`src/design/somon_defs.vh`:
```
`ifndef SOMON_DEFS_VH
`define SOMON_DEFS_VH
// clock rate
`define SOMON_CLK_HZ            100000000
// mismatch timeout, about one second, in ms
`define SOMON_MISMATCH_MS       1000
// enable-without-travel timeout, in ms
`define SOMON_NOTRAVEL_MS       2500
// switch-off deadline on mismatch, in ms
`define SOMON_SWITCHOFF_MAX_MS  1600
// cycles per millisecond tick
`define SOMON_TICK_CYC          (`SOMON_CLK_HZ / 1000)
// fault codes
`define SOMON_CODE_NONE         10'h000
`define SOMON_CODE_MISMATCH     10'h3C0
`define SOMON_CODE_NOTRAVEL     10'h15D
// register addresses
`define SOMON_ADDR_STATUS       4'h0
`define SOMON_ADDR_CODE         4'h4
`define SOMON_ADDR_CTRL         4'h8
// status bit positions
`define SOMON_ST_CHA            0
`define SOMON_ST_CHB            1
`define SOMON_ST_DIAGNOSTIC_HEALTHY_INDICATION           2
`define SOMON_ST_MISMATCH       3
`define SOMON_ST_NOTRAVEL       4
`define SOMON_ST_ENABLE         5
`define SOMON_ST_SAFEOFF        6
// ctrl bit positions and reset
`define SOMON_CT_INFO_EN        0
`define SOMON_CTRL_RST          32'h0000_0001
// axi responses
`define SOMON_RESP_OKAY         2'b00
`define SOMON_RESP_SLVERR       2'b10
`endif

```
`src/design/somon_tick.v`:
```
`timescale 1ns/10ps
`include "somon_defs.vh"
// one-cycle enable pulse every DIV clock cycles
module somon_tick #(
   parameter DIV = `SOMON_TICK_CYC
) (
   input  wire ref_clk_i,
   input  wire rst_b_i,
   output reg  tick_o
);
   reg [31:0] cnt_r;

   // free-running divider
   always @(posedge ref_clk_i) begin
      if (!rst_b_i) begin
         cnt_r  <= 32'h0000_0000;
         tick_o <= 1'b0;
      end else if (cnt_r >= DIV - 1) begin
         cnt_r  <= 32'h0000_0000;
         tick_o <= 1'b1;
      end else begin
         cnt_r  <= cnt_r + 32'h0000_0001;
         tick_o <= 1'b0;
      end
   end
endmodule // somon_tick

```
`src/design/somon_top.v`:
```
// Functional notes
// - Channel A alone at standstill shows A and healthy, then after about a second clears both and latches mismatch fault 960.
// - Channel B alone at standstill shows B and healthy, then after about a second clears both and latches mismatch fault 960.
// - While one channel alone is active and the timeout has not run out, healthy stays active.
// - The mismatch fault holds until power is cycled; releasing the channel does not clear it.
// - Both channels active at standstill without travel for 2.5 s raises fault 349.
// - At standstill with both channels off and no fault, both channel indications are off and healthy is on.
// - Output-stage switching is allowed only while both channels are active.
// - On unequal channels the drive is switched off within 1600 ms and stays off until power cycle.
// - The safe-off state is optionally reported on a non-safety status output.
//
// Design decisions made here: the AXI4-Lite slave port and the register addresses.
`timescale 1ns/10ps
`include "somon_defs.vh"
module somon_top #(
   parameter MISMATCH_MS = `SOMON_MISMATCH_MS,
   parameter NOTRAVEL_MS = `SOMON_NOTRAVEL_MS,
   parameter TICK_CYC    = `SOMON_TICK_CYC
) (
   input  wire        ref_clk_i,
   input  wire        rst_b_i,
   input  wire        safe_off_channel_a_i,
   input  wire        safe_off_channel_b_i,
   input  wire        travel_cmd_i,
   output reg         chan_a_ind_o,
   output reg         chan_b_ind_o,
   output reg         diagnostic_healthy_indication_o,
   output reg         channel_mismatch_fault_o,
   output reg         enable_without_travel_fault_o,
   output reg  [9:0]  fault_code_o,
   output reg         stage_enable_o,
   output reg         safe_off_status_output_o,
   // axi4-lite slave
   input  wire [3:0]  s_axi_awaddr,
   input  wire        s_axi_awvalid,
   output wire        s_axi_awready,
   input  wire [31:0] s_axi_wdata,
   input  wire [3:0]  s_axi_wstrb,
   input  wire        s_axi_wvalid,
   output wire        s_axi_wready,
   output reg  [1:0]  s_axi_bresp,
   output reg         s_axi_bvalid,
   input  wire        s_axi_bready,
   input  wire [3:0]  s_axi_araddr,
   input  wire        s_axi_arvalid,
   output wire        s_axi_arready,
   output reg  [31:0] s_axi_rdata,
   output reg  [1:0]  s_axi_rresp,
   output reg         s_axi_rvalid,
   input  wire        s_axi_rready
);
   // supervisor states
   localparam [1:0] ST_IDLE  = 2'b00;
   localparam [1:0] ST_ONE   = 2'b01;
   localparam [1:0] ST_BOTH  = 2'b10;
   localparam [1:0] ST_FAULT = 2'b11;

   // timeout test shared by both supervised conditions; the tick runs
   // free, so a timeout may end up to one tick early, which the 1000 ms
   // choice absorbs well inside the 1600 ms switch-off bound
   function somon_expired;
      input        tk;
      input [11:0] cnt;
      input integer lim;
      begin
         somon_expired = tk && (cnt >= lim - 1);
      end
   endfunction

   // input stage, supervisor state and bus bookkeeping
   reg        cha_r;
   reg        chb_r;
   reg        trv_r;
   reg [1:0]  state_r;
   reg [1:0]  state_nxt;
   reg [11:0] ms_cnt_r;
   reg [11:0] ms_cnt_nxt;
   reg        mis_lat_r;
   reg        ewt_lat_r;
   reg [31:0] ctrl_r;
   reg        aw_got_r;
   reg        w_got_r;
   reg [3:0]  aw_addr_r;
   wire       tick;
   wire       one_only;
   wire       both_on;
   wire       run_ok;

   // ms tick keeps the counters narrow: twelve bits cover the longest
   // limit, where counting raw clocks would need 28
   somon_tick #(
      .DIV (TICK_CYC)
   ) u_tick (
      .ref_clk_i (ref_clk_i),
      .rst_b_i   (rst_b_i),
      .tick_o    (tick)
   );

   // one register stage; the pins are taken as synchronous already
   // input sampling register
   always @(posedge ref_clk_i) begin
      if (!rst_b_i) begin
         cha_r <= 1'b0;
         chb_r <= 1'b0;
         trv_r <= 1'b0;
      end else begin
         cha_r <= safe_off_channel_a_i;
         chb_r <= safe_off_channel_b_i;
         trv_r <= travel_cmd_i;
      end
   end

   // channel patterns seen by the supervisor
   assign one_only = cha_r ^ chb_r;
   assign both_on  = cha_r & chb_r;
   // outputs follow the registered state, so indications, fault flags
   // and the stage permit all change on one edge
   assign run_ok   = (state_r != ST_FAULT);

   // supervision state machine; ms_cnt counts elapsed milliseconds
   always @* begin
      state_nxt  = state_r;
      ms_cnt_nxt = ms_cnt_r;
      case (state_r)
         ST_IDLE: begin
            // held at zero so every episode gets a full timeout
            ms_cnt_nxt = 12'h000;
            if (one_only)
               state_nxt = ST_ONE;
            else if (both_on && !trv_r)
               state_nxt = ST_BOTH;
         end
         ST_ONE: begin
            // a dropped channel, or both up, ends the episode
            // single-channel timing
            // mismatch timeout well inside 1600 ms
            if (somon_expired(tick, ms_cnt_r, MISMATCH_MS)) begin
               state_nxt = ST_FAULT;
            end else if (!one_only) begin
               state_nxt  = ST_IDLE;
               ms_cnt_nxt = 12'h000;
            end else if (tick) begin
               ms_cnt_nxt = ms_cnt_r + 12'h001;
            end
         end
         ST_BOTH: begin
            // travel, or a dropped channel, restarts the timer
            // enable without travel timing
            if (somon_expired(tick, ms_cnt_r, NOTRAVEL_MS)) begin
               state_nxt = ST_FAULT;
            end else if (!both_on || trv_r) begin
               state_nxt  = ST_IDLE;
               ms_cnt_nxt = 12'h000;
            end else if (tick) begin
               ms_cnt_nxt = ms_cnt_r + 12'h001;
            end
         end
         ST_FAULT: begin
            // no input pattern can leave; only a power cycle clears
            // only reset leaves here
            state_nxt = ST_FAULT;
         end
         default: begin
            // all four codes are used; kept as a safe fallback
            state_nxt  = ST_IDLE;
            ms_cnt_nxt = 12'h000;
         end
      endcase
   end

   // state and fault latches; the latches only ever set, and reset,
   // standing in for a power cycle, is their one clear
   always @(posedge ref_clk_i) begin
      if (!rst_b_i) begin
         state_r   <= ST_IDLE;
         ms_cnt_r  <= 12'h000;
         mis_lat_r <= 1'b0;
         ewt_lat_r <= 1'b0;
      end else begin
         state_r  <= state_nxt;
         ms_cnt_r <= ms_cnt_nxt;
         if (state_r == ST_ONE && state_nxt == ST_FAULT)
            mis_lat_r <= 1'b1;
         if (state_r == ST_BOTH && state_nxt == ST_FAULT)
            ewt_lat_r <= 1'b1;
      end
   end

   // registered outputs; a latched fault forces every indication low
   // and removes the stage permit
   always @(posedge ref_clk_i) begin
      if (!rst_b_i) begin
         chan_a_ind_o                    <= 1'b0;
         chan_b_ind_o                    <= 1'b0;
         diagnostic_healthy_indication_o <= 1'b0;
         channel_mismatch_fault_o        <= 1'b0;
         enable_without_travel_fault_o   <= 1'b0;
         fault_code_o                    <= `SOMON_CODE_NONE;
         stage_enable_o                  <= 1'b0;
         safe_off_status_output_o        <= 1'b0;
      end else begin
         chan_a_ind_o <= cha_r & run_ok;
         chan_b_ind_o <= chb_r & run_ok;
         diagnostic_healthy_indication_o <= run_ok;
         // the fault flags rise on the edge that drops the indications
         channel_mismatch_fault_o <= mis_lat_r;
         enable_without_travel_fault_o <= ewt_lat_r;
         // mismatch code wins if both faults were ever latched
         if (mis_lat_r)
            fault_code_o <= `SOMON_CODE_MISMATCH;
         else if (ewt_lat_r)
            fault_code_o <= `SOMON_CODE_NOTRAVEL;
         else
            fault_code_o <= `SOMON_CODE_NONE;
         // switching needs both channels and no fault
         stage_enable_o <= both_on & run_ok;
         safe_off_status_output_o <= ctrl_r[`SOMON_CT_INFO_EN] &
                                     ~(both_on & run_ok);
      end
   end

   // write channel: address and data taken in either order; both readies
   // stay low while a response waits, so a second write cannot overrun
   // the response the master has not yet taken
   assign s_axi_awready = !aw_got_r && !s_axi_bvalid;
   assign s_axi_wready  = !w_got_r && !s_axi_bvalid;

   always @(posedge ref_clk_i) begin
      if (!rst_b_i) begin
         aw_got_r     <= 1'b0;
         w_got_r      <= 1'b0;
         aw_addr_r    <= 4'h0;
         ctrl_r       <= `SOMON_CTRL_RST;
         s_axi_bvalid <= 1'b0;
         s_axi_bresp  <= `SOMON_RESP_OKAY;
      end else begin
         if (s_axi_awvalid && s_axi_awready) begin
            aw_got_r  <= 1'b1;
            aw_addr_r <= s_axi_awaddr;
         end
         if (s_axi_wvalid && s_axi_wready)
            w_got_r <= 1'b1;
         if (aw_got_r && w_got_r && !s_axi_bvalid) begin
            aw_got_r     <= 1'b0;
            w_got_r      <= 1'b0;
            s_axi_bvalid <= 1'b1;
            // only ctrl is writable; others answer slverr
            if (aw_addr_r == `SOMON_ADDR_CTRL) begin
               s_axi_bresp <= `SOMON_RESP_OKAY;
               // only the low byte lane carries a writable bit
               if (s_axi_wstrb[0])
                  ctrl_r[`SOMON_CT_INFO_EN] <= s_axi_wdata[0];
            end else begin
               s_axi_bresp <= `SOMON_RESP_SLVERR;
            end
         end else if (s_axi_bvalid && s_axi_bready) begin
            s_axi_bvalid <= 1'b0;
         end
      end
   end

   // read channel: one read at a time; the status word is a snapshot
   // of the registered outputs
   assign s_axi_arready = !s_axi_rvalid;

   always @(posedge ref_clk_i) begin
      if (!rst_b_i) begin
         s_axi_rvalid <= 1'b0;
         s_axi_rdata  <= 32'h0000_0000;
         s_axi_rresp  <= `SOMON_RESP_OKAY;
      end else if (s_axi_arvalid && s_axi_arready) begin
         s_axi_rvalid <= 1'b1;
         s_axi_rresp  <= `SOMON_RESP_OKAY;
         case (s_axi_araddr)
            `SOMON_ADDR_STATUS:
               s_axi_rdata <= {25'h000_0000, safe_off_status_output_o,
                               stage_enable_o,
                               enable_without_travel_fault_o,
                               channel_mismatch_fault_o,
                               diagnostic_healthy_indication_o,
                               chan_b_ind_o, chan_a_ind_o};
            `SOMON_ADDR_CODE:
               s_axi_rdata <= {22'h00_0000, fault_code_o};
            `SOMON_ADDR_CTRL:
               s_axi_rdata <= ctrl_r;
            default: begin
               // unmapped reads return zero with an error response
               s_axi_rdata <= 32'h0000_0000;
               s_axi_rresp <= `SOMON_RESP_SLVERR;
            end
         endcase
      end else if (s_axi_rvalid && s_axi_rready) begin
         s_axi_rvalid <= 1'b0;
      end
   end
endmodule // somon_top

```
`config.mk`:
```
export PLATFORM = sky130hd
export DESIGN_NAME = somon_top
export DESIGN_NICKNAME = d
export VERILOG_FILES = /design/src/design/somon_tick.v /design/src/design/somon_top.v
export VERILOG_INCLUDE_DIRS = /design/src /design/src/design
export SDC_FILE = /design/constraint.sdc
export NUM_CORES = 1
export LEC_CHECK = 0
export BUFFER_PORTS_ARGS = -buffer_cell sky130_fd_sc_hd__buf_2
export CAP_MARGIN = 40
export CORE_ASPECT_RATIO = 1.75
export CORE_MARGIN = 2
export CORE_UTILIZATION = 49
export DETAILED_ROUTE_END_ITERATION = 7
export HOLD_SLACK_MARGIN = 0.12
export PLACE_DENSITY = 0.77
export SETUP_SLACK_MARGIN = 0.05
export SKIP_LAST_GASP = 1
export SLEW_MARGIN = 20
export SYNTH_ARGS = -nofsm -noshare
export SYNTH_HDL_FRONTEND = slang
export SYNTH_SLANG_ARGS = --single-unit
```
`constraint.sdc`:
```
create_clock -name ref_clk_i -period 5.2 [get_ports ref_clk_i]
set_clock_uncertainty 0.05 [all_clocks]
set_input_delay 0 -clock ref_clk_i [delete_from_list [all_inputs] [get_ports ref_clk_i]]
set_output_delay 0 -clock ref_clk_i [all_outputs]
set_load 0.1 [all_outputs]
```
### Word level (Yosys, flattened, before mapping)

Index checks and enable logic that the tools add are counted.

* bits in registers: 114
* input port bits: 54

* add/subtract/negate cells: 2
* $lt $le $gt $ge: 3
* equal/unequal tests: 10
* multiplexer cells: 23
* bitwise gates (word level): 8
* reduce and logical (&&, ||, !) cells: 32

Operators by type and width (number)
* $mux 12: 5
* $pmux 12 s3: 1
* $add 32x1->32 const B: 1
* $ge 32x17->1 const B: 1
* $pmux 10 s3: 1
* $mux 2: 8
* $logic_and 1x1->1: 14
* $add 12x1->12 const B: 1
* $ge 12x10->1 const B: 1
* $ge 12x12->1 const B: 1
* $mux 10: 1
* $mux 9: 1
* $eq 4x4->1 const B: 2
* $pmux 2 s4: 1
* $eq 2x2->1 const B: 3
* $logic_not 1->1: 6
* $ne 2x2->1 const B: 3
* $reduce_and 3->1: 2
* $reduce_or 2->1: 3
* $and 1x1->1: 5
* $mux 1: 5
* $eq 4x3->1 const B: 1
* $logic_not 4->1: 1
* $reduce_bool 2->1: 2
* other kinds (7): 8

### Longest topological paths before layout

* word-level depth: 8
* mapped depth: 8
* depth with buffers taken out: 7

### Cells and area by module

Synthesis repeated with hierarchy kept, for this count alone.

* cells, all modules: 395
* area total of the unflattened synthesis: 3677.3 um^2

Modules (own cells, without submodules)
* somon_top: times used 1, cells an instance 283, area each 2434.8 um^2
* somon_tick: times used 1, cells an instance 112, area each 1242.4 um^2

### Worst setup path before layout

OpenSTA, ideal clock, no wires.

* kind: register to register
* from: reg s_axi_bvalid
* to: reg aw_addr_r[0]
* setup time: 0.116 ns
* data arrival time: 2.842 ns
* required time: 5.034 ns
* setup slack: 2.192 ns
* cell stages (with the launch flop): 6
* period minus slack after synthesis: 3.008 ns
* path through: dfxtp_1 -> nor2_1 -> and2_1 -> clkbuf_1 -> mux2i_1 -> nor2b_1

* longest elaborated chain between the ends: 3

Ends and longest elaborated chain
* from (decl): line somon_top.v:42 `output reg s_axi_bvalid,`
* from (signal assigned): line somon_top.v:234 `s_axi_bvalid <= 1'b0;`
* from (signal assigned): line somon_top.v:246 `s_axi_bvalid <= 1'b1;`
* from (signal assigned): line somon_top.v:257 `s_axi_bvalid <= 1'b0;`
* $logic_not 1->1: line somon_top.v:225 `assign s_axi_awready = !aw_got_r && !s_axi_bvalid;`
* $logic_and 1x1->1: line somon_top.v:225
* named net s_axi_awready: line somon_top.v:36 `output wire s_axi_awready,`
* $logic_and 1x1->1: line somon_top.v:237 `if (s_axi_awvalid && s_axi_awready) begin`
* to (signal assigned): line somon_top.v:239 `aw_addr_r <= s_axi_awaddr;`
* to (decl): line somon_top.v:83 `reg [3:0] aw_addr_r;`

The timed path passes the listed nets, and every way through them passes these cells.
A chain may end at the register's enable or synchronous reset.

### Worst setup path after layout

* from: reg s_axi_bvalid
* to: reg ctrl_r[0]

* longest elaborated chain between the ends: 3

Ends and longest elaborated chain
* $logic_not 1->1: line somon_top.v:243 `if (aw_got_r && w_got_r && !s_axi_bvalid) begin`
* $logic_and 1x1->1: line somon_top.v:243
* $reduce_and 3->1 (no line)
* to (signal assigned): line somon_top.v:233 `` ctrl_r <= `SOMON_CTRL_RST; ``
* to (signal, indexed assignment): line somon_top.v:252 `` ctrl_r[`SOMON_CT_INFO_EN] <= s_axi_wdata[0]; ``
* to (decl): line somon_top.v:80 `reg [31:0] ctrl_r;`

No other way between the ends.

==> results.yml <==
timing:
  setup_viol: 0
  relSlewSlack: 0.5695
  fmax_mhz: 386.2
  hold_viol: 0
  fin_crit_ps: 2589
  fin_hold_ws_ps: 151.6
  rsz0062_at_grt: "no"
  tightest_slew_ps: 644.0
  fin_setup_tns_ps: 0
  period_share: 0.4980
  drv_slew: 0
worst_hold_path:
  whs_endpoint: "aw_got_r"
  hold_path_depth: 3
  min_from: "s_axi_awvalid"
  hp-class: "in2reg"
detailed_routing:
  dr.pass1.iters: 4
  drt-wirelength-per-cell_um: 12.07
  ant_nets: 0
  viasPerCell: 4.961
  routed_wl_mm: 6.552
  drt_iter0_markers: 108
  drc: 0
  via_count: 2694
logic_synthesis:
  yosys_warnings: 0
  synth.avg_cell_area_um2: 9.328
  synth-main-ff-cell: "dfxtp_1"
  synth_cells: 371
  ys_seq_area_frac: 0.4685
  ys_ff_latch: 81
  synth_edf_count: 0
  synthArstFlopShare: 0
  netlist_area_um2: 3461
  yosysUniqueCellTypes: 51
global_routing:
  grt_max_degree: 33
  met2_usage: 0.3458
  grt.overflow.total: 0
  grt_pass1_vias: 2517
  antenna_found_initial: 0
  grtUsageTotal: 0.1812
  met1_usage: 0.1668
  grt_busiest_layer: "met2"
  grt_use_met3: 0.02544
  grt_pass1_wl_mm: 10.53
clocking:
  cts_buffer_depth: 2
  cts.clk_slew.worst_paths_ps: 60
  numCtsBuffers: 9
  cts.sinks: 81
  insertion_delay_ps: 330
  cts_tree: "done"
  cts_setup_buffers: 0
  root_buffer: "clkbuf_16"
  htree_num_levels: 3
final_layout:
  areaGrowthSynthToFinish_pct: 21.66
  drive_gt1_frac: 0.1634
  antenna_cells: 0
  nets: 518
  fin_area_um2: 4210
  fillers: 562
critical_path:
  r2r-start: "s_axi_bvalid"
  regToRegEndpoint: "ctrl_r[0]"
  critical-path-max-stage-delay_ps: 590
  start_kind: "flop"
  path_common_cell: "dlygate4sd3_1"
  cp.buffers_inverters: 2
  r2r_slack_ps: 2610
  crit_type: "reg2reg"
  path_cells: "nand3b_1 > nor4_1 > nand2_1 > nor2_1 > dlygate4sd3_1 > o21ai_0 > dlygate4sd3_1"
  worstPathArrival_ps: 2760
  crit_slowest_cell: "dlygate4sd3_1"
  cp_max_fo: 5
  critPathCaptureType: "flop"
  r2r.worst_path.cells: 7
  required_ps: 5370
  path_delay_family: "buffers and inverters"
die:
  fp.dieW_um: 67.53
  dieArea_um2: 7778
  die_h_um: 115.2
  initial_core_util: 0.5047
  fp-row-count: 40
  core_um2: 6857
  io_pins: 112
pwr:
  ir_drop_mv: 0.2295
  p_leak_nw: 1.789
  p_per_area_nw_per_um2: 393.7
placement:
  port_buffers: 51
  place_area_um2: 3700
  routabilityCongestion: 0.8321
  dp_hpwl_mm: 4.545
flow_run:
  cap_violations: 0
run_status:
  status: "finished, final reports clean"
[flip-flops by register name, summed over array words and instances (netlist names), 2 cells and up]
signal        count
ms_cnt_r         12
s_axi_rdata       9
state_r           2
aw_addr_r         4
u_tick.cnt_r     32
fault_code_o      3
[what timing repair did]
| item | in CTS | in global routing |
|---|---|---|
| hold buffers | 22 | 0 |
| gates resized for setup | 0 | 0 |
| endpoints found under the hold margin | 22 | 0 |
[kinds of logic after synthesis]
kind of cell,synth area share
compound gates,0.1273
xor+xnor,0.04302
fa+ha+maj,0.02892
buf+inv,0.09689
flops,0.4685
mux,0.02025
other cells,0.001084
simple gates,0.2140
[power breakdown]
group	switching, mW	internal [mW]	total, mW
Sequential	0.0264	0.653	0.680
Combinational	0.291	0.0857	0.377
Clock	0.223	0.378	0.601
[how the worst max path moves through the flow]
stage                     depth (start not counted)             from  slack, ps                to
after floorplan                                   5     s_axi_bvalid       2190      aw_addr_r[0]
after global placement                            6  u_tick.cnt_r[0]       3040  u_tick.cnt_r[13]
after detailed placement                          6  u_tick.cnt_r[0]       2990   u_tick.cnt_r[7]
after CTS                                         7     s_axi_bvalid       2640         ctrl_r[0]
after global routing                              7     s_axi_bvalid       2440         ctrl_r[0]
final                                             7     s_axi_bvalid       2610         ctrl_r[0]
[cell type report]
class	instances	area, um^2	area share
Multi-Input combinational cell	274	1654	0.3929
Sequential cell	81	1622	0.3851
Timing Repair Buffer	75	488.0	0.1159
Clock buffer	11	242.7	0.05765
Tap cell	84	105.1	0.02496
Inverter	15	56.30	0.01337
Clock inverter	3	42.54	0.01010
[cells in the mapped netlist, types with 3 or more instances]
| library cell | number | share of area |
|---|---|---|
| nand3b_1 | 4 | 0.0087 |
| a22oi_1 | 6 | 0.013 |
| buf_4 | 33 | 0.072 |
| and2_1 | 11 | 0.020 |
| xnor2_1 | 7 | 0.018 |
| inv_1 | 15 | 0.016 |
| nor3_1 | 5 | 0.0072 |
| nand3_1 | 7 | 0.010 |
| a21oi_1 | 15 | 0.022 |
| ha_1 | 8 | 0.029 |
| nand2b_1 | 5 | 0.0090 |
| dfxtp_1 | 81 | 0.47 |
| nand2_1 | 25 | 0.027 |
| nor4_1 | 8 | 0.014 |
| nor2_1 | 33 | 0.036 |
| clkbuf_1 | 7 | 0.0076 |
| nor2b_1 | 17 | 0.031 |
| or3_1 | 6 | 0.011 |
| and3_1 | 3 | 0.0054 |
| nand4_1 | 8 | 0.014 |
| mux2i_1 | 7 | 0.020 |
| xor2_1 | 10 | 0.025 |
| o21ai_0 | 18 | 0.026 |
[worst reg2reg max path, delay by kind of cell, from the launching register on]
| family | cells | cell delay [ps] |
|---|---|---|
| AOI/OAI and AO/OA | 1 | 80 |
| and+or+nand+nor | 4 | 880 |
| DFF | 1 | 340 |
| buffers and inverters | 2 | 1130 |
[per-stage QoR]
| step | setup WS (ps) | util | instances | total power [mW] |
|---|---|---|---|---|
| floorplan | 2192 | - | 411 | 1.025 |
| global placement | 3038 | 0.5396 | 506 | 1.049 |
| detailed placement | 2990 | 0.5396 | 506 | 1.058 |
| CTS | 2640 | 0.6133 | 542 | 1.670 |
| global route | 2443 | 0.6141 | 543 | 1.725 |
| finish | 2611 | 0.6141 | 543 | 1.657 |
[layer usage]
metal | share of wire | wire length [um] | up-vias
met1 | 0.38 | 2469 | 1248
met5 | 0 | 0 | -
li1 | - | - | 1366
met4 | 0.027 | 176 | 0
met3 | 0.037 | 243 | 14
met2 | 0.56 | 3663 | 66
[cell usage in the layout, fill, tap and decap left out, types with 3 or more instances in the layout]
master / count
conb_1: 41
nand3b_1: 4
nor2_1: 33
o21ai_0: 18
a22oi_1: 6
nand3_1: 7
inv_1: 15
and3_1: 3
dlygate4sd3_1: 22
ha_1: 8
nand2b_1: 5
a21oi_1: 15
and2_1: 11
xnor2_1: 7
or3_1: 6
nand2_1: 25
mux2i_1: 7
nand4_1: 8
nor3_1: 5
buf_2: 51
dfxtp_1: 81
clkbuf_16: 9
xor2_1: 10
nor4_1: 8
nor2b_1: 17
(Power assumes the default switching activity.)
